===== config.mk =====
export PLATFORM = sky130hd
export DESIGN_NAME = i2cgc_slave
export DESIGN_NICKNAME = d
export VERILOG_FILES = /design/src/rtl/i2cgc_pkg.sv /design/src/rtl/i2cgc_pin_sync.sv /design/src/rtl/i2cgc_addr_match.sv /design/src/rtl/i2cgc_slave.sv
export SDC_FILE = /design/constraint.sdc
export NUM_CORES = 1
export LEC_CHECK = 0
export BUFFER_PORTS_ARGS = -buffer_cell sky130_fd_sc_hd__buf_2
export CORE_UTILIZATION = 38
export DETAILED_ROUTE_END_ITERATION = 7
export GPL_ROUTABILITY_DRIVEN = 0
export SLEW_MARGIN = 10
export SYNTH_ARGS = -nofsm -noshare
export SYNTH_HDL_FRONTEND = slang
export SYNTH_SLANG_ARGS = --single-unit

===== constraint.sdc =====
create_clock -name clock -period 3.27 [get_ports clock]
set_clock_uncertainty 0.05 [all_clocks]
set_input_delay 0.327 -clock clock [delete_from_list [all_inputs] [get_ports clock]]
set_output_delay 0.327 -clock clock [all_outputs]
set_load 0.1 [all_outputs]

===== src/rtl/i2cgc_pkg.sv =====
package i2cgc_pkg;

    // register indices; byte address is four times the index
    localparam logic [7:0] IDX_BUFFER = 8'h13;
    localparam logic [7:0] IDX_CONTROL = 8'h14;
    localparam logic [7:0] IDX_OWN_ADDR = 8'h15;
    localparam logic [7:0] IDX_CONTROL2 = 8'h16;
    localparam logic [7:0] IDX_STATUS = 8'h17;
    localparam logic [7:0] IDX_IRQ_STATUS = 8'h18;
    localparam logic [7:0] IDX_IRQ_MASK = 8'h19;

    // serial_port_control fields
    localparam int CTL_OVF_BIT = 6;
    localparam int CTL_EN_BIT = 5;
    localparam int CTL_MODE_LSB = 0;
    localparam logic [3:0] MODE_SLAVE_7BIT = 4'h6;
    localparam logic [3:0] MODE_SLAVE_10BIT = 4'h7;

    // second_serial_control fields
    localparam int CTL2_GENERAL_CALL_ENABLE_BIT = 7;

    // serial_status_reg fields
    localparam int STA_BF_BIT = 0;
    localparam int STA_UA_BIT = 1;
    localparam int STA_GC_BIT = 2;

    // interrupt status / mask fields
    localparam int IRQ_BYTE_BIT = 0;
    localparam int IRQ_STOP_BIT = 1;

    // reset values
    localparam logic [7:0] RST_BUFFER = 8'h00;
    localparam logic [7:0] RST_CONTROL = 8'h00;
    localparam logic [7:0] RST_OWN_ADDR = 8'h00;
    localparam logic [7:0] RST_CONTROL2 = 8'h00;
    localparam logic [7:0] RST_IRQ_MASK = 8'h00;

    // fixed general call byte, address zero with write direction
    localparam logic [7:0] GENERAL_CALL_BYTE = 8'h00;
    localparam logic [4:0] TEN_BIT_HEADER = 5'h1E;
    localparam logic [3:0] BITS_PER_BYTE = 4'h8;

    typedef enum logic [1:0] {
        ST_IDLE = 2'b00,
        ST_SHIFT = 2'b01,
        ST_ACK = 2'b11,
        ST_WAIT = 2'b10
    } i2cgc_state_t;

endpackage


===== src/rtl/i2cgc_pin_sync.sv =====
`timescale 1ns/1ps
module i2cgc_pin_sync #(
    parameter int W = 2
) (
    input wire logic clock,
    input wire logic rstn,
    input wire logic [W-1:0] pinRaw,
    output logic [W-1:0] level,
    output logic [W-1:0] rise,
    output logic [W-1:0] fall
);
    logic [W-1:0] stage1;
    logic [W-1:0] stage2;
    logic [W-1:0] stage3;

    // two flops, then a third for edge finding
    always_ff @(posedge clock) begin
        if (!rstn) begin
            stage1 <= '1;
            stage2 <= '1;
            stage3 <= '1;
        end else begin
            stage1 <= pinRaw;
            stage2 <= stage1;
            stage3 <= stage2;
        end
    end

    assign level = stage2;
    assign rise = stage2 & ~stage3;
    assign fall = ~stage2 & stage3;

endmodule // i2cgc_pin_sync


===== src/rtl/i2cgc_addr_match.sv =====
`timescale 1ns/1ps
module i2cgc_addr_match
    import i2cgc_pkg::*;
(
    input wire logic [7:0] addrByte,
    input wire logic [7:0] ownAddress,
    input wire logic generalCallEnable,
    input wire logic tenBitMode,
    input wire logic secondHalf,
    output logic generalCallHit,
    output logic ownHit
);
    logic firstHit;

    // first byte: upper seven bits match, write direction only
    assign firstHit = (addrByte[7:1] == ownAddress[7:1]) && !addrByte[0]
        && (!tenBitMode || addrByte[7:3] == TEN_BIT_HEADER);
    assign ownHit = secondHalf ? (addrByte == ownAddress) : firstHit;
    // hardwired compare, independent of own address
    // all-zero byte, write direction
    assign generalCallHit = generalCallEnable && !secondHalf && (addrByte == GENERAL_CALL_BYTE);

endmodule // i2cgc_addr_match


===== src/rtl/i2cgc_slave.sv =====
// The APB register port was chosen for this implementation.
`timescale 1ns/1ps
// How it works
// - first byte after start selects slave
// - general call is all-zero, write direction
// - general call only when enable bit set
// - shift eight bits, compare own address
// - also compare with hardwired general call
// - match loads buffer, sets buffer-full
// - interrupt flag at ninth clock fall
// - ten-bit match sets update-address flag
// - ten-bit general call skips second half
module i2cgc_slave
    import i2cgc_pkg::*;
#(
    parameter int ADDR_W = 8
) (
    input wire logic clock,
    input wire logic rstn,
    input wire logic psel,
    input wire logic penable,
    input wire logic pwrite,
    input wire logic [ADDR_W-1:0] paddr,
    input wire logic [31:0] pwdata,
    output logic [31:0] prdata,
    output logic pready,
    output logic pslverr,
    input wire logic sclIn,
    input wire logic sdaIn,
    output logic sdaOut,
    output logic sdaOe,
    output logic irq
);
    // synchronised pin levels and edges
    logic [1:0] pinLevel;
    logic [1:0] pinRise;
    logic [1:0] pinFall;
    logic sclHigh;
    logic sclRise;
    logic sclFall;
    logic startSeen;
    logic stopSeen;

    // software-visible state
    logic [7:0] receiveBuffer;
    logic [7:0] control;
    logic [7:0] ownAddress;
    logic [7:0] control2;
    logic [7:0] irqStatus;
    logic [7:0] irqMask;
    logic bufferFull;
    logic updateAddress;
    logic lastWasGc;

    // byte engine
    i2cgc_state_t state;
    logic [7:0] addressShift;
    logic [3:0] bitCount;
    logic inAddress;
    logic secondHalf;
    logic ackThis;
    logic toData;
    logic byteDone;

    logic [7:0] nextShift;
    logic gcHit;
    logic ownHit;
    logic enabled;
    logic tenBit;
    logic eighthBit;
    logic addrHit;
    logic ninthEnd;

    // register bus decode
    logic access;
    logic doWrite;
    logic doRead;
    logic mapped;
    logic [7:0] readValue;
    logic selBuffer;
    logic selControl;
    logic selOwnAddr;
    logic selControl2;
    logic selStatus;
    logic selIrqStatus;
    logic selIrqMask;

    function automatic logic isReg(input logic [ADDR_W-1:0] addr, input logic [7:0] index);
        isReg = addr == ADDR_W'({index, 2'b00});
    endfunction

    i2cgc_pin_sync #(
        .W(2)
    ) pinSync (
        .clock(clock),
        .rstn(rstn),
        .pinRaw({sclIn, sdaIn}),
        .level(pinLevel),
        .rise(pinRise),
        .fall(pinFall)
    );

    assign sclHigh = pinLevel[1];
    assign sclRise = pinRise[1];
    assign sclFall = pinFall[1];
    assign startSeen = pinFall[0] && sclHigh;
    assign stopSeen = pinRise[0] && sclHigh;

    assign enabled = control[CTL_EN_BIT]
        && (control[3:0] == MODE_SLAVE_7BIT || control[3:0] == MODE_SLAVE_10BIT);
    assign tenBit = control[3:0] == MODE_SLAVE_10BIT;
    assign nextShift = {addressShift[6:0], pinLevel[0]};

    // hardwired and own compare side by side
    i2cgc_addr_match addrMatch (
        .addrByte(nextShift),
        .ownAddress(ownAddress),
        .generalCallEnable(control2[CTL2_GENERAL_CALL_ENABLE_BIT]),
        .tenBitMode(tenBit),
        .secondHalf(secondHalf),
        .generalCallHit(gcHit),
        .ownHit(ownHit)
    );

    // eighth sampled bit completes the byte
    assign eighthBit = (state == ST_SHIFT) && sclRise && (bitCount == BITS_PER_BYTE - 4'h1);
    // only an addressed slave takes part
    assign addrHit = gcHit || ownHit;
    assign ninthEnd = (state == ST_ACK) && sclFall;

    // bus framing and byte state machine
    always_ff @(posedge clock) begin
        if (!rstn) begin
            state <= ST_IDLE;
            bitCount <= 4'h0;
            addressShift <= 8'h00;
            inAddress <= 1'b0;
            secondHalf <= 1'b0;
            ackThis <= 1'b0;
            toData <= 1'b0;
            byteDone <= 1'b0;
        end else if (!enabled || stopSeen) begin
            state <= ST_IDLE;
            bitCount <= 4'h0;
            inAddress <= 1'b0;
            secondHalf <= 1'b0;
            byteDone <= 1'b0;
        end else if (startSeen) begin
            // first byte after start is the address
            state <= ST_SHIFT;
            bitCount <= 4'h0;
            inAddress <= 1'b1;
            secondHalf <= 1'b0;
            byteDone <= 1'b0;
        end else begin
            case (state)
                ST_SHIFT: begin
                    if (sclRise) begin
                        addressShift <= nextShift;
                        bitCount <= bitCount + 4'h1;
                    end
                    if (eighthBit) begin
                        byteDone <= 1'b1;
                        if (inAddress) begin
                            ackThis <= addrHit;
                            // ten-bit general call goes straight to data
                            toData <= gcHit || !tenBit || secondHalf;
                        end else begin
                            ackThis <= !bufferFull;
                            toData <= 1'b1;
                        end
                    end
                    if (byteDone && sclFall) begin
                        byteDone <= 1'b0;
                        state <= (inAddress && !ackThis) ? ST_IDLE : ST_ACK;
                    end
                end
                ST_ACK: begin
                    if (sclFall) begin
                        bitCount <= 4'h0;
                        state <= ST_SHIFT;
                        if (inAddress && !toData) begin
                            secondHalf <= 1'b1;
                        end else begin
                            inAddress <= 1'b0;
                            secondHalf <= 1'b0;
                        end
                    end
                end
                ST_WAIT: begin
                    state <= ST_IDLE;
                end
                default: begin
                    state <= ST_IDLE;
                end
            endcase
        end
    end

    // hold data low through the ninth clock
    assign sdaOut = 1'b0;
    assign sdaOe = (state == ST_ACK) && ackThis;

    assign access = psel && penable && pready;
    assign doWrite = access && pwrite;
    assign doRead = access && !pwrite;
    // one select per register word
    assign selBuffer = isReg(paddr, IDX_BUFFER);
    assign selControl = isReg(paddr, IDX_CONTROL);
    assign selOwnAddr = isReg(paddr, IDX_OWN_ADDR);
    assign selControl2 = isReg(paddr, IDX_CONTROL2);
    assign selStatus = isReg(paddr, IDX_STATUS);
    assign selIrqStatus = isReg(paddr, IDX_IRQ_STATUS);
    assign selIrqMask = isReg(paddr, IDX_IRQ_MASK);
    assign mapped = selBuffer || selControl || selOwnAddr || selControl2 || selStatus || selIrqStatus
        || selIrqMask;

    // receive buffer and buffer-full flag
    always_ff @(posedge clock) begin
        if (!rstn) begin
            receiveBuffer <= RST_BUFFER;
            bufferFull <= 1'b0;
            lastWasGc <= 1'b0;
        end else begin
            if (doWrite && isReg(paddr, IDX_BUFFER)) begin
                receiveBuffer <= pwdata[7:0];
            end else if (doRead && isReg(paddr, IDX_BUFFER)) begin
                bufferFull <= 1'b0;
            end
            // matched byte lands in buffer at eighth bit
            if (eighthBit && ((inAddress && addrHit) || (!inAddress && !bufferFull))) begin
                receiveBuffer <= nextShift;
                bufferFull <= 1'b1;
                if (inAddress) begin
                    lastWasGc <= gcHit;
                end
            end
        end
    end

    // control registers and overflow flag
    always_ff @(posedge clock) begin
        if (!rstn) begin
            control <= RST_CONTROL;
            control2 <= RST_CONTROL2;
            ownAddress <= RST_OWN_ADDR;
            irqMask <= RST_IRQ_MASK;
        end else begin
            if (doWrite && isReg(paddr, IDX_CONTROL)) begin
                control <= pwdata[7:0];
            end
            // general call enable steers the matcher
            if (doWrite && isReg(paddr, IDX_CONTROL2)) begin
                control2 <= pwdata[7:0];
            end
            // software rewrites own address between halves
            if (doWrite && isReg(paddr, IDX_OWN_ADDR)) begin
                ownAddress <= pwdata[7:0];
            end
            if (doWrite && isReg(paddr, IDX_IRQ_MASK)) begin
                irqMask <= pwdata[7:0];
            end
            // data byte arriving while the buffer is full
            if (eighthBit && !inAddress && bufferFull) begin
                control[CTL_OVF_BIT] <= 1'b1;
            end
        end
    end

    // update-address flag
    always_ff @(posedge clock) begin
        if (!rstn) begin
            updateAddress <= 1'b0;
        end else if (eighthBit && inAddress && tenBit && ownHit && !gcHit) begin
            // ten-bit own match asks for address update
            updateAddress <= 1'b1;
        end else if (doWrite && isReg(paddr, IDX_OWN_ADDR)) begin
            updateAddress <= 1'b0;
        end
    end

    // sticky interrupt status, cleared by read, set wins
    always_ff @(posedge clock) begin
        if (!rstn) begin
            irqStatus <= 8'h00;
        end else begin
            if (doRead && isReg(paddr, IDX_IRQ_STATUS)) begin
                irqStatus <= 8'h00;
            end
            // flag on falling edge ending the ninth bit
            if (ninthEnd) begin
                irqStatus[IRQ_BYTE_BIT] <= 1'b1;
            end
            if (stopSeen && enabled && state != ST_IDLE) begin
                irqStatus[IRQ_STOP_BIT] <= 1'b1;
            end
        end
    end

    // level interrupt from unmasked sticky bits
    assign irq = |(irqStatus & irqMask);

    // buffer readback lets software tell the address source
    always_comb begin
        readValue = 8'h00;
        if (isReg(paddr, IDX_BUFFER)) begin
            readValue = receiveBuffer;
        end else if (isReg(paddr, IDX_CONTROL)) begin
            readValue = control;
        end else if (isReg(paddr, IDX_OWN_ADDR)) begin
            readValue = ownAddress;
        end else if (isReg(paddr, IDX_CONTROL2)) begin
            readValue = control2;
        end else if (isReg(paddr, IDX_STATUS)) begin
            readValue[STA_BF_BIT] = bufferFull;
            readValue[STA_UA_BIT] = updateAddress;
            readValue[STA_GC_BIT] = lastWasGc;
        end else if (isReg(paddr, IDX_IRQ_STATUS)) begin
            readValue = irqStatus;
        end else if (isReg(paddr, IDX_IRQ_MASK)) begin
            readValue = irqMask;
        end
    end

    // apb answer one cycle into the access phase
    always_ff @(posedge clock) begin
        if (!rstn) begin
            pready <= 1'b0;
            pslverr <= 1'b0;
            prdata <= 32'h0000_0000;
        end else if (psel && penable && !pready) begin
            pready <= 1'b1;
            pslverr <= !mapped;
            prdata <= pwrite ? 32'h0000_0000 : {24'h00_0000, readValue};
        end else begin
            pready <= 1'b0;
            pslverr <= 1'b0;
        end
    end

endmodule // i2cgc_slave


==> out/qor_table.md <==
| Result | Reported |
|:---|:---|
| Status | finished clean |
| Number of buffers inserted to repair setup after CTS | 0 |
| Setup slack of the most critical reg-to-reg path | 1100 ps |
| Flops & latches, synth | 79 |
| DR pass1 iterations | 5 |
| Hold buffers post-CTS | 0 |
| # resized after CTS | 0 |
| Area share of and/or/nand/nor cells after synthesis | 21.9% |
| Post-detailed-routing wire length | 9.89 mm |
| MaxCap Viol Count | 0 |
| Number of nets with antenna violations after detailed routing | 0 |
| Xor/xnor share of the synthesized area | 2.40% |
| I/O pin total | 84 |
| Data required, critical path | 3460 ps |
| CP Max Fanout | 8 |
| Starting density of the core | 39.1% |
| Cell types with the highest counts after synthesis | sky130_fd_sc_hd__dfxtp_1, sky130_fd_sc_hd__nand2_1, sky130_fd_sc_hd__nor2_1, sky130_fd_sc_hd__mux2i_1, sky130_fd_sc_hd__a21oi_1 |
| Vias after detailed routing | 3,288 |
| Total count of hold-check failures in the final report | 0 |
| Slew @ Worst Pin | 841 ps |
| Ant. Diodes | 0 |
| Largest incremental delay on the critical path | 860 ps |
| Worst path top cell family by delay | simple AND/OR/NAND/NOR gates |
| Post-Place Cell Area | 0.00421 mm^2 |
| Post-Layout Cell Count | 627 |
| Height of the die | 105 um |
| Most used standard cell by instance count after synthesis | sky130_fd_sc_hd__dfxtp_1 |
| Max Clk Rate | 0.461 GHz |
| Clk root buf | sky130_fd_sc_hd__clkbuf_8 |
| Cell types with the largest area share after synthesis | sky130_fd_sc_hd__dfxtp_1, sky130_fd_sc_hd__mux2i_1, sky130_fd_sc_hd__nand2_1 |
| Finish-stage setup viols | 0 |
| GRT Util Overall | 18.5% |
| Total length of routed met3 wires | 526 um |
| Number of buffers inserted during clock tree synthesis | 9 |
| Post-synth EDFFs | 0 |
| Async set-or-reset flop fraction in the synthesized netlist | 0% |
| Register clock-pin slew on the reported worst setup and hold paths | 90 ps |
| IO Port Bufs | 34 |
| Core Region | 0.0103 mm^2 |
| Shortest period the worst path allows | 2170 ps |
| Largest family of logic cells by synthesized area | simple AND/OR/NAND/NOR gates |
| Number of max-slew violations in the final report | 0 |
| Compound-Gate Fraction of Synth Area | 14.0% |
| Startpoint of the tightest hold check path | sdaIn |
| DRT iter0 DRCs | 237 |
| Post-synthesis cell type count | 61 |
| Cell total after placement | 611 |
| Clock Tree Buf Depth | 2 |
| Total DRC errors in the routed layout | 0 |
| Seq/Total Area, Yosys | 39.3% |
| Clock sink count | 79 |
| End of the worst register-to-register path | receiveBuffer[6] |
| Post-layout instance area | 0.00441 mm^2 |
| Highest routing layer actually used | met4 |
| DIE WIDTH | 105 um |
| Final period utilization | 66.3% |
| Post-Route Setup TNS | 0 ps |
| WL met1 | 4.59 mm |
| Remaining global-route overflow | 0 |
| Cell taking the most area after synthesis | sky130_fd_sc_hd__dfxtp_1 |
| Post-Syn Instances | 458 |
| Reg2reg start | pready |
| H-Tree Depth | 3 |
| Setup repair after global routing missed its margin | no |
| Critical setup path kind | register to register |
| Cell with the largest stage delay on the worst path | sky130_fd_sc_hd__or4_1 |
| Pleak | 0.00175 uW |
| P&R area growth vs syn | 9.74% |
| Average size of a mapped cell | 8.78 um^2 |
| Arithmetic-cell share of the synthesized area counting full adders, half adders and majority gates | 0.311% |
| Sum of met2 wire segment lengths after detailed routing | 4.49 mm |
| Std-Cell Rows | 37 |
| Worst setup EP type | register |
| Worst reg2reg path depth | 5 |
| Average routed wire per standard cell | 15.8 um |
| Cell depth of the worst min-delay path | 2 |
| Fill cells | 1,025 |
| Routed via count divided by cell count | 5.24 |
| Destination of the worst hold path | pinSync.stage1[0] |
| Tightest Hold Check Type | input port to register |
| Arrival time reported for the critical path endpoint | 2360 ps |
| TritonCTS clock tree | done |
| Ratio of total power to cell area | 440 mW/mm^2 |
| Area share of the largest cell type after synthesis | 39.3% |
| Final HPWL DP | 7.26 mm |
| Worst IR drop on VDD | 0.219 mV |
| Synthesized area | 0.00402 mm^2 |
| Vias in the first global route | 3,017 |
| Share of synthesized area spent on multiplexers | 14.2% |
| Prevailing post-synth register cell | sky130_fd_sc_hd__dfxtp_1 |
| Number of buffers and inverters on the critical path | 0 |
| Yosys warns | 0 |
| Number of antenna violations at the first check in global routing | 0 |
| Worst hold-check slack | 90.9 ps |
| Headroom to the max-slew limit | 43.9% |
| Kind of start point of the critical path | register |
| Cell chain of the critical path | nand4_1, or4_1, mux2_4, nand2_1, mux2i_1 |
| Later-pin clock latency in the skew report | 360 ps |
| Share of layout cells above drive strength 1 | 14.7% |
| Net count reported at finish | 534 |
| Total stage count of the critical path | 5 |
| DIE AREA | 0.0110 mm^2 |
| First-pass GRT wire length | 15.8 mm |
| Pin count of the biggest net entering global routing | 37 |
==> final cells by class <==
| class | count | area, um^2 | share of cell area, % |
|---|---|---|---|
| Multi-Input combinational cell | 349 | 2220 | 50.4 |
| Sequential cell | 79 | 1580 | 35.8 |
| Timing Repair Buffer | 38 | 200 | 4.54 |
| Tap cell | 136 | 170 | 3.86 |
| Clock buffer | 10 | 138 | 3.12 |
| Clock inverter | 6 | 66.3 | 1.50 |
| Inverter | 9 | 33.8 | 0.766 |
==> sequential cells by signal, indices dropped and copies added, names as in the netlist, 2 cells and up <==
register        cells
control2            8
control             8
irqMask             8
ownAddress          8
prdata              8
receiveBuffer       8
addressShift        7
bitCount            4
irqStatus           2
pinSync.level       2
pinSync.stage1      2
pinSync.stage3      2
state               2
==> metrics by stage <==
stage	utilization, %	worst slack (ps)	power [uW]
3_3_place_gp	40.9	829	1210
2_1_floorplan	-	731	1190
3_5_place_dp	40.9	826	1210
5_1_grt	42.9	997	2010
4_1_cts	42.9	1140	1950
6_report	42.9	1100	1940
==> how the worst max path moves through the flow <==
stage | from | endpoint | slack (ps)
6_report | pready | receiveBuffer[6] | 1100
3_5_place_dp | paddr[2] | receiveBuffer[6] | 830
2_1_floorplan | pready | receiveBuffer[0] | 730
3_3_place_gp | paddr[2] | receiveBuffer[5] | 830
5_1_grt | pinSync.level[1] | ackThis | 1000
4_1_cts | pready | receiveBuffer[6] | 1140
==> worst register-to-register path, stage by stage (launching register included) <==
cell,delay (ps)
sky130_fd_sc_hd__dfxtp_1,390
sky130_fd_sc_hd__nand4_1,200
sky130_fd_sc_hd__or4_1,860
sky130_fd_sc_hd__mux2_4,400
sky130_fd_sc_hd__nand2_1,70
sky130_fd_sc_hd__mux2i_1,80
==> placed cells by master (no fill, tap or decap), types with 10 or more instances in the layout <==
master and n:
sky130_fd_sc_hd__a21oi_1 26, sky130_fd_sc_hd__buf_2 34, sky130_fd_sc_hd__clkbuf_8 10, sky130_fd_sc_hd__conb_1 25, sky130_fd_sc_hd__dfxtp_1 79, sky130_fd_sc_hd__mux2i_1 45, sky130_fd_sc_hd__nand2_1 55, sky130_fd_sc_hd__nand2b_1 10
sky130_fd_sc_hd__nand3_1 11, sky130_fd_sc_hd__nor2_1 52, sky130_fd_sc_hd__o21ai_0 10, sky130_fd_sc_hd__xor2_1 10
==> report_power, final <==
group | internal [uW] | switching [uW] | leakage (uW) | total, uW
clock network | 378 | 373 | 0.000107 | 750
logic | 27.8 | 192 | 0.00101 | 220
registers | 965 | 3.46 | 0.000637 | 969
total | 1370 | 569 | 0.00175 | 1940
==> per-layer routing <==
| layer | track usage, % | up-vias |
|---|---|---|
| met3 | 2.74 | 21 |
| met2 | 29.4 | 111 |
| met4 | 9.46 | 0 |
| met1 | 24.5 | 1533 |
| met5 | 0 | - |
| li1 | - | 1623 |
==> logic make-up (layout without fill, tap and decap cells) <==
family,after synthesis,count (layout)
flip-flops,79,79
buffers and inverters,54,63
AND/OR/NAND/NOR,177,177
multiplexers,53,53
XOR/XNOR,11,11
other,1,25
AO/OA/AOI/OAI,82,82
adder cells (fa/ha/maj),1,1
(Power assumes the default switching activity.)
